### config.mk
export PLATFORM = sky130hd
export DESIGN_NAME = cssc_clock_startup
export DESIGN_NICKNAME = d
export VERILOG_FILES = /design/src/hdl/cssc_pkg.sv /design/src/hdl/cssc_edge_counter.sv /design/src/hdl/cssc_clock_startup.sv
export SDC_FILE = /design/constraint.sdc
export NUM_CORES = 1
export LEC_CHECK = 0
export BUFFER_PORTS_ARGS = -buffer_cell sky130_fd_sc_hd__buf_2
export CAP_MARGIN = 30
export CORE_MARGIN = 2
export CORE_UTILIZATION = 40
export CTS_BUF_LIST = sky130_fd_sc_hd__clkbuf_4
export DETAILED_ROUTE_END_ITERATION = 12
export PLACE_DENSITY = 0.69
export SYNTH_ARGS = -nofsm -noshare
export SYNTH_HDL_FRONTEND = slang
export SYNTH_SLANG_ARGS = --single-unit
### constraint.sdc
create_clock -name clk -period 6.66 [get_ports clk]
set_input_delay 0.666 -clock clk [delete_from_list [all_inputs] [get_ports clk]]
set_output_delay 0.666 -clock clk [all_outputs]
set_load 0.01 [all_outputs]
### src/hdl/cssc_pkg.sv
// What this block does
// - four-bit source field picks crystal, full-swing, low-freq, RC or external
// - a fuse bit at one means unprogrammed, zero means programmed
// - defaults: calibrated RC, start-up code 10, divide-by-eight programmed
// - internal reset stays asserted a time-out after other resets release
// - time-out counts watchdog cycles: 0, 4096 or 8192 by fuse setting
// - ripple counter on selected oscillator holds reset until count elapsed
// - start-up counts span 6 cycles external up to 32K low-freq crystal
// - reset start uses time-out plus start-up; deep-sleep wake only start-up
// - core, peripheral, program memory, async timer, converter gated apart
// - async timer clock runs from its own source, also while sleeping
// - asynchronous detectors are told when the peripheral clock is halted
// - program memory clock follows core clock; core halt stops core work
// - divide-by-eight programmed divides the system clock by eight
package cssc_pkg;

  // decoded oscillator family
  typedef enum logic [2:0] {
    SRC_LOW_POWER  = 3'b000,
    SRC_FULL_SWING = 3'b001,
    SRC_LOW_FREQ   = 3'b010,
    SRC_RC_128K    = 3'b011,
    SRC_RC_CALIB   = 3'b100,
    SRC_EXTERNAL   = 3'b101
  } cssc_src_type;

  // start-up sequencer
  typedef enum logic [2:0] {
    ST_HOLD    = 3'b000,
    ST_TIMEOUT = 3'b001,
    ST_STARTUP = 3'b010,
    ST_RUN     = 3'b011,
    ST_SLEEP   = 3'b100,
    ST_WAKE    = 3'b101
  } cssc_state_type;

  // sleep mode codes on the sleep_mode port
  localparam logic [2:0] SLP_IDLE       = 3'h0;
  localparam logic [2:0] SLP_ADC_NR     = 3'h1;
  localparam logic [2:0] SLP_POWER_DOWN = 3'h2;
  localparam logic [2:0] SLP_POWER_SAVE = 3'h3;
  localparam logic [2:0] SLP_STANDBY    = 3'h6;

  // source field codes and ranges
  localparam logic [3:0] CFG_SRC_EXT      = 4'h0;
  localparam logic [3:0] CFG_SRC_RESERVED = 4'h1;
  localparam logic [3:0] CFG_SRC_RC_CALIB = 4'h2;
  localparam logic [3:0] CFG_SRC_RC_128K  = 4'h3;
  localparam logic [3:0] CFG_SRC_LF_MIN   = 4'h4;
  localparam logic [3:0] CFG_SRC_FS_MIN   = 4'h6;
  localparam logic [3:0] CFG_SRC_LP_MIN   = 4'h8;

  // shipped defaults
  localparam logic [3:0] CFG_SRC_DEFAULT  = 4'h2;
  localparam logic [1:0] CFG_SUT_DEFAULT  = 2'h2;
  localparam logic       CFG_DIV8_DEFAULT = 1'b0;
  localparam logic       FUSE_PROGRAMMED  = 1'b0;

  // counts in oscillator cycles
  localparam int         CNT_W      = 16;
  localparam logic [15:0] TOUT_NONE  = 16'h0000;
  localparam logic [15:0] TOUT_SHORT = 16'h1000;
  localparam logic [15:0] TOUT_LONG  = 16'h2000;
  localparam logic [15:0] SU_EXT     = 16'h0006;
  localparam logic [15:0] SU_258     = 16'h0102;
  localparam logic [15:0] SU_1K      = 16'h0400;
  localparam logic [15:0] SU_16K     = 16'h4000;
  localparam logic [15:0] SU_32K     = 16'h8000;
  localparam logic [2:0]  DIV_LAST   = 3'h7;

endpackage

### src/hdl/cssc_edge_counter.sv
`timescale 1ns/1ps
`default_nettype none
module cssc_edge_counter #(
  parameter int CNT_W = 16
) (
  // clock and reset
  input  wire logic             clk,
  input  wire logic             nrst,
  // oscillator pin, foreign domain
  input  wire logic             osc_in,
  // count control
  input  wire logic             clear,
  input  wire logic [CNT_W-1:0] target,
  // results
  output logic                  edge_pulse,
  output logic                  done
);

  logic             sync1_q;
  logic             sync2_q;
  logic             prev_q;
  logic [CNT_W-1:0] cnt_q;

  // two-flop synchroniser, first stage read only by the second
  always_ff @(posedge clk or negedge nrst) begin
    if (!nrst) begin
      sync1_q <= 1'b0;
      sync2_q <= 1'b0;
      prev_q  <= 1'b0;
    end else begin
      sync1_q <= osc_in;
      sync2_q <= sync1_q;
      prev_q  <= sync2_q;
    end
  end

  // rising edge of the oscillator, one cycle wide
  always_ff @(posedge clk or negedge nrst) begin
    if (!nrst) begin
      edge_pulse <= 1'b0;
    end else begin
      edge_pulse <= sync2_q & ~prev_q;
    end
  end

  // ripple count of oscillator edges; saturates at target
  always_ff @(posedge clk or negedge nrst) begin
    if (!nrst) begin
      cnt_q <= '0;
    end else if (clear) begin
      cnt_q <= '0;
    end else if (edge_pulse && !done) begin
      cnt_q <= cnt_q + 1'b1;
    end
  end

  assign done = (cnt_q >= target);

endmodule
`default_nettype wire

### src/hdl/cssc_clock_startup.sv
`timescale 1ns/1ps
`default_nettype none
module cssc_clock_startup (
  // clock and reset
  input  wire logic       clk,
  input  wire logic       nrst,
  // reset from the other sources, asynchronous pin
  input  wire logic       other_reset_n,
  // configuration fuses, static
  input  wire logic [3:0] clock_source_select,
  input  wire logic [1:0] startup_time_select,
  input  wire logic       divide_by_eight_setting,
  input  wire logic       async_use_ext,
  // oscillator outputs, asynchronous pins
  input  wire logic       xtal_osc,
  input  wire logic       lf_xtal_osc,
  input  wire logic       rc_calib_osc,
  input  wire logic       rc_128k_osc,
  input  wire logic       ext_clock,
  input  wire logic       watchdog_osc,
  // sleep control from the core, same clock
  input  wire logic       sleep_req,
  input  wire logic [2:0] sleep_mode,
  input  wire logic       wake_req,
  // reset and clock domain enables
  output logic            internal_reset_n,
  output logic            core_clock,
  output logic            program_memory_clock,
  output logic            peripheral_clock,
  output logic            async_timer_clock,
  output logic            converter_clock,
  // status
  output logic            peripheral_clock_halted,
  output logic [2:0]      selected_source
);

  cssc_pkg::cssc_state_type state_q;
  cssc_pkg::cssc_state_type state_d;
  cssc_pkg::cssc_src_type   src_q;
  logic                     div_on_q;
  logic [2:0]               mode_q;
  logic [15:0]              tout_q;
  logic [15:0]              su_q;
  logic [2:0]               div_q;
  logic                     rst_s1_q;
  logic                     rst_s2_q;
  logic                     osc_mux;
  logic                     async_mux;
  logic                     wdt_done;
  logic                     osc_edge;
  logic                     osc_done;
  logic                     async_edge;
  logic                     running;
  logic                     tick;
  logic                     io_on;
  logic                     adc_on;
  logic                     deep;

  //////////////////////////////////////////////////////////////////////////
  // fuse decode

  // reserved code falls back to the calibrated RC, which always starts
  function automatic cssc_pkg::cssc_src_type decode_src(
    input logic [3:0] c);
    if (c >= cssc_pkg::CFG_SRC_LP_MIN) begin
      decode_src = cssc_pkg::SRC_LOW_POWER;
    end else if (c >= cssc_pkg::CFG_SRC_FS_MIN) begin
      decode_src = cssc_pkg::SRC_FULL_SWING;
    end else if (c >= cssc_pkg::CFG_SRC_LF_MIN) begin
      decode_src = cssc_pkg::SRC_LOW_FREQ;
    end else if (c == cssc_pkg::CFG_SRC_RC_128K) begin
      decode_src = cssc_pkg::SRC_RC_128K;
    end else if (c == cssc_pkg::CFG_SRC_EXT) begin
      decode_src = cssc_pkg::SRC_EXTERNAL;
    end else begin
      decode_src = cssc_pkg::SRC_RC_CALIB;
    end
  endfunction

  // crystal rows step through short, long, none in threes of {bit0,sut}
  function automatic logic [15:0] decode_tout(
    input logic [3:0] c, input logic [1:0] s);
    logic [2:0] k;
    k = {c[0], s};
    if (c >= cssc_pkg::CFG_SRC_FS_MIN) begin
      case (k)
        3'h0, 3'h3, 3'h6: decode_tout = cssc_pkg::TOUT_SHORT;
        3'h1, 3'h4, 3'h7: decode_tout = cssc_pkg::TOUT_LONG;
        default:          decode_tout = cssc_pkg::TOUT_NONE;
      endcase
    end else begin
      case (s)
        2'h0:    decode_tout = cssc_pkg::TOUT_NONE;
        2'h1:    decode_tout = cssc_pkg::TOUT_SHORT;
        default: decode_tout = cssc_pkg::TOUT_LONG;
      endcase
    end
  endfunction

  // stabilisation count by oscillator family
  function automatic logic [15:0] decode_su(
    input logic [3:0] c, input logic [1:0] s);
    logic [2:0] k;
    k = {c[0], s};
    if (c >= cssc_pkg::CFG_SRC_FS_MIN) begin
      case (k)
        3'h0, 3'h1:       decode_su = cssc_pkg::SU_258;
        3'h2, 3'h3, 3'h4: decode_su = cssc_pkg::SU_1K;
        default:          decode_su = cssc_pkg::SU_16K;
      endcase
    end else if (c >= cssc_pkg::CFG_SRC_LF_MIN) begin
      decode_su = cssc_pkg::SU_32K;
    end else begin
      decode_su = cssc_pkg::SU_EXT;
    end
  endfunction

  //////////////////////////////////////////////////////////////////////////
  // reset synchroniser and fuse capture

  always_ff @(posedge clk or negedge nrst) begin
    if (!nrst) begin
      rst_s1_q <= 1'b0;
      rst_s2_q <= 1'b0;
    end else begin
      rst_s1_q <= other_reset_n;
      rst_s2_q <= rst_s1_q;
    end
  end

  // fuses are caught while held, so a change mid-run has no effect
  always_ff @(posedge clk or negedge nrst) begin
    if (!nrst) begin
      div_on_q  <= (cssc_pkg::CFG_DIV8_DEFAULT == cssc_pkg::FUSE_PROGRAMMED);
      src_q     <= cssc_pkg::SRC_RC_CALIB;
      tout_q    <= cssc_pkg::TOUT_LONG;
      su_q      <= cssc_pkg::SU_EXT;
    end else if (state_q == cssc_pkg::ST_HOLD) begin
      // zero means programmed, so zero turns the divider on
      div_on_q  <= (divide_by_eight_setting == cssc_pkg::FUSE_PROGRAMMED);
      src_q     <= decode_src(clock_source_select);
      tout_q    <= decode_tout(clock_source_select, startup_time_select);
      su_q      <= decode_su(clock_source_select, startup_time_select);
    end
  end

  assign selected_source = src_q;

  //////////////////////////////////////////////////////////////////////////
  // oscillator selection and counters

  // muxing before the synchroniser is safe: src only moves in hold
  always_comb begin
    case (src_q)
      cssc_pkg::SRC_LOW_POWER:  osc_mux = xtal_osc;
      cssc_pkg::SRC_FULL_SWING: osc_mux = xtal_osc;
      cssc_pkg::SRC_LOW_FREQ:   osc_mux = lf_xtal_osc;
      cssc_pkg::SRC_RC_128K:    osc_mux = rc_128k_osc;
      cssc_pkg::SRC_EXTERNAL:   osc_mux = ext_clock;
      default:                  osc_mux = rc_calib_osc;
    endcase
  end

  assign async_mux = async_use_ext ? ext_clock : lf_xtal_osc;

  // supply time-out on the watchdog oscillator
  cssc_edge_counter #(.CNT_W(cssc_pkg::CNT_W)) u_wdt_cnt (
    .clk        (clk),
    .nrst       (nrst),
    .osc_in     (watchdog_osc),
    .clear      (state_q != cssc_pkg::ST_TIMEOUT),
    .target     (tout_q),
    .edge_pulse (),
    .done       (wdt_done)
  );

  // stabilisation count on the selected oscillator
  cssc_edge_counter #(.CNT_W(cssc_pkg::CNT_W)) u_osc_cnt (
    .clk        (clk),
    .nrst       (nrst),
    .osc_in     (osc_mux),
    .clear      (state_q != cssc_pkg::ST_STARTUP &&
                 state_q != cssc_pkg::ST_WAKE),
    .target     (su_q),
    .edge_pulse (osc_edge),
    .done       (osc_done)
  );

  // edge detector only; the count is never used
  cssc_edge_counter #(.CNT_W(cssc_pkg::CNT_W)) u_async_det (
    .clk        (clk),
    .nrst       (nrst),
    .osc_in     (async_mux),
    .clear      (1'b1),
    .target     (cssc_pkg::TOUT_NONE),
    .edge_pulse (async_edge),
    .done       ()
  );

  //////////////////////////////////////////////////////////////////////////
  // start-up sequencer

  assign deep = (mode_q == cssc_pkg::SLP_POWER_DOWN) ||
                (mode_q == cssc_pkg::SLP_POWER_SAVE);

  always_comb begin
    state_d = state_q;
    case (state_q)
      cssc_pkg::ST_HOLD: begin
        if (rst_s2_q) state_d = cssc_pkg::ST_TIMEOUT;
      end
      cssc_pkg::ST_TIMEOUT: begin
        if (wdt_done) state_d = cssc_pkg::ST_STARTUP;
      end
      cssc_pkg::ST_STARTUP, cssc_pkg::ST_WAKE: begin
        // leave only on an oscillator edge so release is aligned
        if (osc_done && osc_edge) state_d = cssc_pkg::ST_RUN;
      end
      cssc_pkg::ST_RUN: begin
        if (sleep_req) state_d = cssc_pkg::ST_SLEEP;
      end
      cssc_pkg::ST_SLEEP: begin
        if (wake_req && deep) begin
          state_d = cssc_pkg::ST_WAKE;
        end else if (wake_req) begin
          state_d = cssc_pkg::ST_RUN;
        end
      end
      default: state_d = cssc_pkg::ST_HOLD;
    endcase
    if (!rst_s2_q) state_d = cssc_pkg::ST_HOLD;
  end

  always_ff @(posedge clk or negedge nrst) begin
    if (!nrst) begin
      state_q <= cssc_pkg::ST_HOLD;
    end else begin
      state_q <= state_d;
    end
  end

  // sleep mode caught on entry
  always_ff @(posedge clk or negedge nrst) begin
    if (!nrst) begin
      mode_q <= cssc_pkg::SLP_IDLE;
    end else if (state_q == cssc_pkg::ST_RUN && sleep_req) begin
      mode_q <= sleep_mode;
    end
  end

  // internal reset; wake from sleep does not reassert it
  always_ff @(posedge clk or negedge nrst) begin
    if (!nrst) begin
      internal_reset_n <= 1'b0;
    end else if (!rst_s2_q) begin
      internal_reset_n <= 1'b0;
    end else if (state_q == cssc_pkg::ST_STARTUP && osc_done && osc_edge) begin
      internal_reset_n <= 1'b1;
    end
  end

  //////////////////////////////////////////////////////////////////////////
  // system clock divider and domain gating

  assign running = (state_q == cssc_pkg::ST_RUN) ||
                   (state_q == cssc_pkg::ST_SLEEP);

  // divider restarts on every release so the first tick is a full period
  always_ff @(posedge clk or negedge nrst) begin
    if (!nrst) begin
      div_q <= 3'h0;
    end else if (!running) begin
      div_q <= 3'h0;
    end else if (osc_edge) begin
      div_q <= div_q + 3'h1;
    end
  end

  assign tick = running && osc_edge &&
                (!div_on_q || div_q == cssc_pkg::DIV_LAST);

  assign io_on  = (state_q == cssc_pkg::ST_RUN) ||
                  (state_q == cssc_pkg::ST_SLEEP &&
                   mode_q == cssc_pkg::SLP_IDLE);
  assign adc_on = io_on ||
                  (state_q == cssc_pkg::ST_SLEEP &&
                   mode_q == cssc_pkg::SLP_ADC_NR);

  // every domain is a registered enable pulse; sleep drops the unused ones
  always_ff @(posedge clk or negedge nrst) begin
    if (!nrst) begin
      core_clock              <= 1'b0;
      program_memory_clock    <= 1'b0;
      peripheral_clock        <= 1'b0;
      converter_clock         <= 1'b0;
      async_timer_clock       <= 1'b0;
      peripheral_clock_halted <= 1'b1;
    end else begin
      core_clock              <= tick && state_q == cssc_pkg::ST_RUN;
      program_memory_clock    <= tick && state_q == cssc_pkg::ST_RUN;
      peripheral_clock        <= tick && io_on;
      converter_clock         <= tick && adc_on;
      async_timer_clock       <= async_edge;
      peripheral_clock_halted <= !io_on;
    end
  end
endmodule
`default_nettype wire

==> impl_metrics.tcl, run 1 <==
set metrics [dict create \
    status "finished clean" \
    clk_latency_ns 0.42 \
    min_path_cells 1 \
    clock_skew_ns 0.0177 \
    place_ws_ns 4.34 \
    place.gp.congestion 0.915 \
    die_h_um 98.9 \
    slowest_stage "or3_1" \
    yosysTopAreaCellShare 0.466 \
    cp_num_buf_inv 0 \
    synthTopCellsByCount "dfrtp_1 (67), nor2_1 (40), nand2_1 (27), a21oi_1 (24), o21ai_0 (22)" \
    yosys.cell_types.count 47 \
    switchingPower_mw 0.395 \
    critPathMaxStageDelay_ns 0.50 \
    crit_fanout 10 \
    crit_start "u_osc_cnt.cnt_q[14]" \
    coreArea_um2 8720 \
    slew_headroom 0.407 \
    placed_cell_area_um2 3840 \
    nets 432 \
    p_seq_frac 0.500 \
    worst_slack_ns 4.32 \
    r2r-start "u_osc_cnt.cnt_q[14]" \
    critPathTopFamily "simple AND/OR/NAND/NOR gates" \
    initial_core_util 0.413 \
    antenna_left 0 \
    syn-instance-count 368 \
    max_freq_ghz 0.427 \
    post_synth.cell_area_avg_um2 9.78 \
    fin_area_um2 3970 \
    hpwlAfterDp_um 4780 \
    r2r_cells 7 \
    synth_most_common_cell "dfrtp_1" \
    wl_met2_um 3060 \
    p_leak_nw 1.73 \
    n_antenna_cell 0 \
    wl_per_cell_um 13.3 \
    crit_arrival_ns 2.69 \
    setup_viol 0 \
    critPathLaunchType "register" \
    rsz0062_at_grt "false" \
    synthArstFlopShare 1.00 \
    grt_pass1_vias 2599 \
    grt.total_usage 0.150 \
    ys_seq_area_frac 0.510 \
    cp_cell_sequence "ha_1 -> and4b_1 -> a21oi_1 -> a31oi_1 -> or3_1 -> or3_1 -> a21oi_1" \
    r2r-end "u_osc_cnt.cnt_q[15]" \
    syn_to_final_growth_pct 10.4 \
    synth_seq_cells 73 \
    clkTransAtPathRegs_ns 0.12 \
    num_io_pins 32 \
    postCtsSetupRepairBufs 0 \
    hp-class "input pin to register" \
    tritoncts "yes" \
    viasPerCell 5.30 \
    grt_max_degree 74 \
    p_int_mw 0.754 \
    met3_length_um 271 \
    setup_tns_ns 0 \
    synth_top_flop_cell "dfrtp_1" \
    hold_viol 0 \
    port_buffers 31 \
    finalPower_mw 1.15 \
    syn_area_um2 3600 \
    rrSetupSlack_ns 4.32 \
    syn_nets 403 \
    period_needed_ns 2.34 \
    synth_area_leaders "dfrtp_1 (47%), ha_1 (4.5%), dfstp_2 (4.4%)" \
    fp.dieW_um 98.9 \
    clock_power_share 0.231 \
    tightest_slew_ns 0.890 \
    post-route-period-util 0.351 \
    route.top_layer_used "met4" \
    clock-root-buffer "clkbuf_4" \
    die_area_um2 9770 \
    hold_end "u_wdt_cnt.sync1_q" \
    num_rows 34 \
    ir_drop_v 0.000114 \
    drv_cap 0 \
    grt_antenna_before_repair 0 \
    power_frac_comb 0.269 \
    htree_num_levels 3 \
    drt-pass1-iter-count 4 \
    hold_ws_ns 0.357 \
    cp-end-kind "register" \
    grt-ovfl-total 0 \
    post_cts_resized 0 \
    clock_sinks 73 \
    yosysWarnings 0 \
    critPathKind "register to register" \
    critPathRequiredTime_ns 7.01 \
    drv_slew 0 \
    switching_share 0.344 \
    powerDensity_nw_per_um2 289 \
    worst_hold_startpoint "watchdog_osc" \
    routed_wl_um 6800 \
    drive_above_1_share 0.162 \
    cts_buffers 9 \
    vias 2702 \
    grt_first_pass_wirelength_um 12000 \
    synth_edf_count 0 \
    drc 0 \
    wl_met1_um 3280 \
    drt-initial-drc-count 132 \
    yosys.area.top_type "dfrtp_1" \
    ctsLongestPathBuffers 2 \
    hold_buffers 0 \
]
flip-flops by register name, summed over array words and instances (netlist names), 2 cells and up:
signal and count:
u_wdt_cnt.cnt_q 16, su_q 6, div_q 3, tout_q 2, u_osc_cnt.cnt_q 16, selected_source 3, mode_q 3, state_q 3
power groups by stage:
stage                     clock network, mW  registers, mW  logic [mW]
after detailed placement                  0          0.584       0.311
after floorplan                           0          0.563       0.247
after global placement                    0          0.582       0.303
after global routing                  0.291          0.585       0.354
after CTS                             0.273          0.576       0.314
final                                 0.266          0.575       0.309
logic make-up (layout without fill, tap and decap cells):
kind of cell | Yosys count | in the layout | synth area share
AOI/OAI and AO/OA | 72 | 72 | 0.120
DFF | 73 | 73 | 0.510
buffers and inverters | 33 | 67 | 0.0358
and+or+nand+nor | 149 | 149 | 0.216
adders and majority gates | 13 | 13 | 0.0452
muxes | 12 | 12 | 0.0355
xor gates and xnor gates | 16 | 16 | 0.0389
per-layer routing:
metal	vias to the layer above	global-route usage
met5	-	0
met4	0	0.0738
met3	16	0.0305
met2	56	0.217
met1	1268	0.214
li1	1362	-
worst max path at each step:
stage	endpoint	slack (ns)	depth (start not counted)
2_1_floorplan	u_osc_cnt.cnt_q[15]	4.49	8
3_3_place_gp	u_osc_cnt.cnt_q[15]	4.41	7
3_5_place_dp	u_osc_cnt.cnt_q[15]	4.34	7
4_1_cts	u_osc_cnt.cnt_q[15]	4.32	7
5_1_grt	u_osc_cnt.cnt_q[9]	4.12	7
6_report	u_osc_cnt.cnt_q[15]	4.32	7
worst reg2reg max path, stage by stage (launching register included):
cell     delay (ns)
dfrtp_1        0.43
ha_1           0.30
and4b_1        0.21
a21oi_1        0.20
a31oi_1        0.11
or3_1          0.50
or3_1          0.39
a21oi_1        0.14
placed cells by master (no fill, tap or decap), types with 11 or more instances in the layout:
cell type | netlist | layout
dfrtp_1 | 67 | 67
nor2_1 | 40 | 40
buf_2 | 1 | 31
nand2_1 | 27 | 27
a21oi_1 | 24 | 24
o21ai_0 | 22 | 22
inv_1 | 18 | 18
or3_1 | 15 | 15
ha_1 | 13 | 13
nand3_1 | 12 | 12
nand4_1 | 11 | 11
final cells by class:
type / count / area, um^2
Clock buffer: 9 / 67.6
Clock inverter: 7 / 61.3
Fill cell: 828 / 4750
Inverter: 18 / 67.6
Multi-Input combinational cell: 262 / 1640
Sequential cell: 73 / 1830
Tap cell: 108 / 135
Timing Repair Buffer: 33 / 170
metrics by stage:
stage	instances	utilization
after floorplan	368	-
after global placement	493	0.440
after detailed placement	494	0.441
after CTS	510	0.456
after global routing	510	0.456
final	510	0.456
No activity file was read; power rests on OpenSTA's default activity.
==> run 2, diff against run 1 <==
==> constraint.sdc (replaced) <==
create_clock -name clk -period 2.3 [get_ports clk]
set_input_delay 0.23 -clock clk [delete_from_list [all_inputs] [get_ports clk]]
set_output_delay 0.23 -clock clk [all_outputs]
set_load 0.01 [all_outputs]
==> run 2 against run 1 <==
Against the previous run:
- clock skew is 0.0010 ns lower
- global-route usage fell by 0.21 points
- die area did not move
- power rose to 3.0 times the previous value
- via count grew 1.9%
- flip-flop and latch count unchanged
==> impl_metrics.tcl, run 2 (same netlist as run 1, synthesis figures left out) <==
set metrics [dict create \
    fp.dieW_um 98.9 \
    antenna_left 0 \
    hold_viol 0 \
    switching_share 0.338 \
    vias 2754 \
    final_cells 521 \
    nets 443 \
    crit_fanout 10 \
    max_freq_ghz 0.467 \
    die_area_um2 9770 \
    clk_latency_ns 0.41 \
    reg.largest.list "u_osc_cnt.cnt_q: 16 flops, u_wdt_cnt.cnt_q: 16 flops, su_q: 6 flops" \
    drv_cap 0 \
    final_core_util 0.470 \
    critPathTopFamily "simple AND/OR/NAND/NOR gates" \
    ir_drop_v 0.000352 \
    routed_wl_um 6800 \
    slew_headroom 0.538 \
    grt_max_degree 53 \
    n_antenna_cell 0 \
    clock-root-buffer "clkbuf_4" \
    coreArea_um2 8720 \
    drt-initial-drc-count 70 \
    clkTransAtPathRegs_ns 0.12 \
    drive_above_1_share 0.184 \
    ctsLongestPathBuffers 2 \
    grt_pass1_vias 2542 \
    syn_to_final_growth_pct 13.8 \
    placed_cells_incl_taps 500 \
    die_h_um 98.9 \
    critPathKind "register to register" \
    grt_first_pass_wirelength_um 11800 \
    clock_power_share 0.229 \
    p_int_mw 2.27 \
    drv_slew 0 \
    num_rows 34 \
    tritoncts "yes" \
    clock_skew_ns 0.0167 \
    critPathMaxStageDelay_ns 0.55 \
    powerDensity_nw_per_um2 836 \
    clock_sinks 73 \
    cp_cell_sequence "ha_1 -> nor2b_1 -> o21ai_1 -> a31oi_1 -> or3_4 -> or3_1 -> a21oi_1" \
    wl_per_cell_um 13.1 \
    port_buffers 31 \
    final_common_cell "dfrtp_1" \
    initial_core_util 0.413 \
    hp-class "input pin to register" \
    p_seq_frac 0.479 \
    p_leak_nw 1.80 \
    status "finished clean" \
    power_frac_comb 0.292 \
    viasPerCell 5.29 \
    slowest_stage "dfstp_2" \
    num_io_pins 32 \
    setup_viol 0 \
    grt_antenna_before_repair 0 \
    setup_tns_ns 0 \
    drt-pass1-iter-count 4 \
    tightest_slew_ns 0.694 \
    rsz0062_at_grt "false" \
    period_needed_ns 2.14 \
    finalPower_mw 3.42 \
    htree_num_levels 3 \
    critPathLaunchType "register" \
    crit_arrival_ns 2.49 \
    final_cell_mix "dfrtp_1 (67), nor2_1 (40), buf_2 (31), nand2_1 (27), a21oi_1 (23)" \
    hpwlAfterDp_um 4840 \
    grt-ovfl-total 0 \
    drc 0 \
    critPathRequiredTime_ns 2.65 \
    switchingPower_mw 1.16 \
    cp-end-kind "register" \
    grt.total_usage 0.148 \
    place.gp.congestion 0.875 \
    cts_buffers 9 \
    cp_num_buf_inv 0 \
    post-route-period-util 0.931 \
]
-- run 2: changes by cell type in the layout (fill, tap and decap cells not counted) --
cell and delta:
a21oi_1 -1, a21oi_2 +1, buf_12 +1, buf_4 +6
clkbuf_4 +1, clkinv_1 -1, clkinv_4 +1, clkinvlp_4 -1
dlygate4sd3_1 +4, nand3_1 -1, nand3_2 +1, or3_1 -1
or3_4 +1
-- run 2: layer usage --
layer / GRT usage / up-vias / wire length (um)
li1: - / 1374 / -
met1: 0.210 / 1321 / 3360
met2: 0.220 / 51 / 3060
met3: 0.0312 / 8 / 278
met4: 0.0580 / 0 / 101
met5: 0 / - / 0
-- run 2: final timing paths --
path                                         from                       to  slack (ns)  cells after the start
setup / recovery                          su_q[1]      u_osc_cnt.cnt_q[15]        0.16                      7
hold / removal             clock_source_select[3]                  su_q[2]        0.04                      2
setup reg to reg                          su_q[1]      u_osc_cnt.cnt_q[15]        0.16                      7
hold reg to reg                 u_wdt_cnt.sync1_q        u_wdt_cnt.sync2_q        0.36                      0
max in group asynchronous                    nrst  peripheral_clock_halted        1.30                      3
min in group asynchronous                    nrst        u_osc_cnt.sync1_q        0.31                      2
-- run 2: final cells by class --
type                       count  area [um^2]
multi-input combinational    262         1650
timing repair buffer          44          275
clock buffer                  10         75.1
clock inverter                 6         58.8
fill                         823         4620
sequential                    73         1830
tap                          108          135
inverter                      18         67.6
-- run 2: power by group through the flow --
| stage | logic (mW) | clock network, mW | registers [mW] |
|---|---|---|---|
| 3_5_place_dp | 0.983 | 0 | 1.67 |
| 3_3_place_gp | 0.975 | 0 | 1.66 |
| 2_1_floorplan | 0.714 | 0 | 1.63 |
| 6_report | 0.998 | 0.785 | 1.64 |
| 5_1_grt | 1.12 | 0.865 | 1.67 |
| 4_1_cts | 0.997 | 0.803 | 1.64 |
-- run 2: timing repair --
| item | CTS | global route |
|---|---|---|
| buffers inserted | 0 | 1 |
| hold buffers | 4 | 0 |
| hold endpoints to repair | 23 | 0 |
| setup endpoints to repair | 0 | 15 |
| gates resized for setup | 0 | 3 |
-- run 2: through the flow --
step	hold WS [ns]	setup WS [ns]	area [um^2]
after global routing	0.00352	0.00471	4100
after detailed placement	0.227	0.0398	3900
after global placement	0.219	0.107	3900
final	0.0381	0.159	4100
after CTS	0.0165	0.0206	4080
after floorplan	-0.0656	0.126	3600
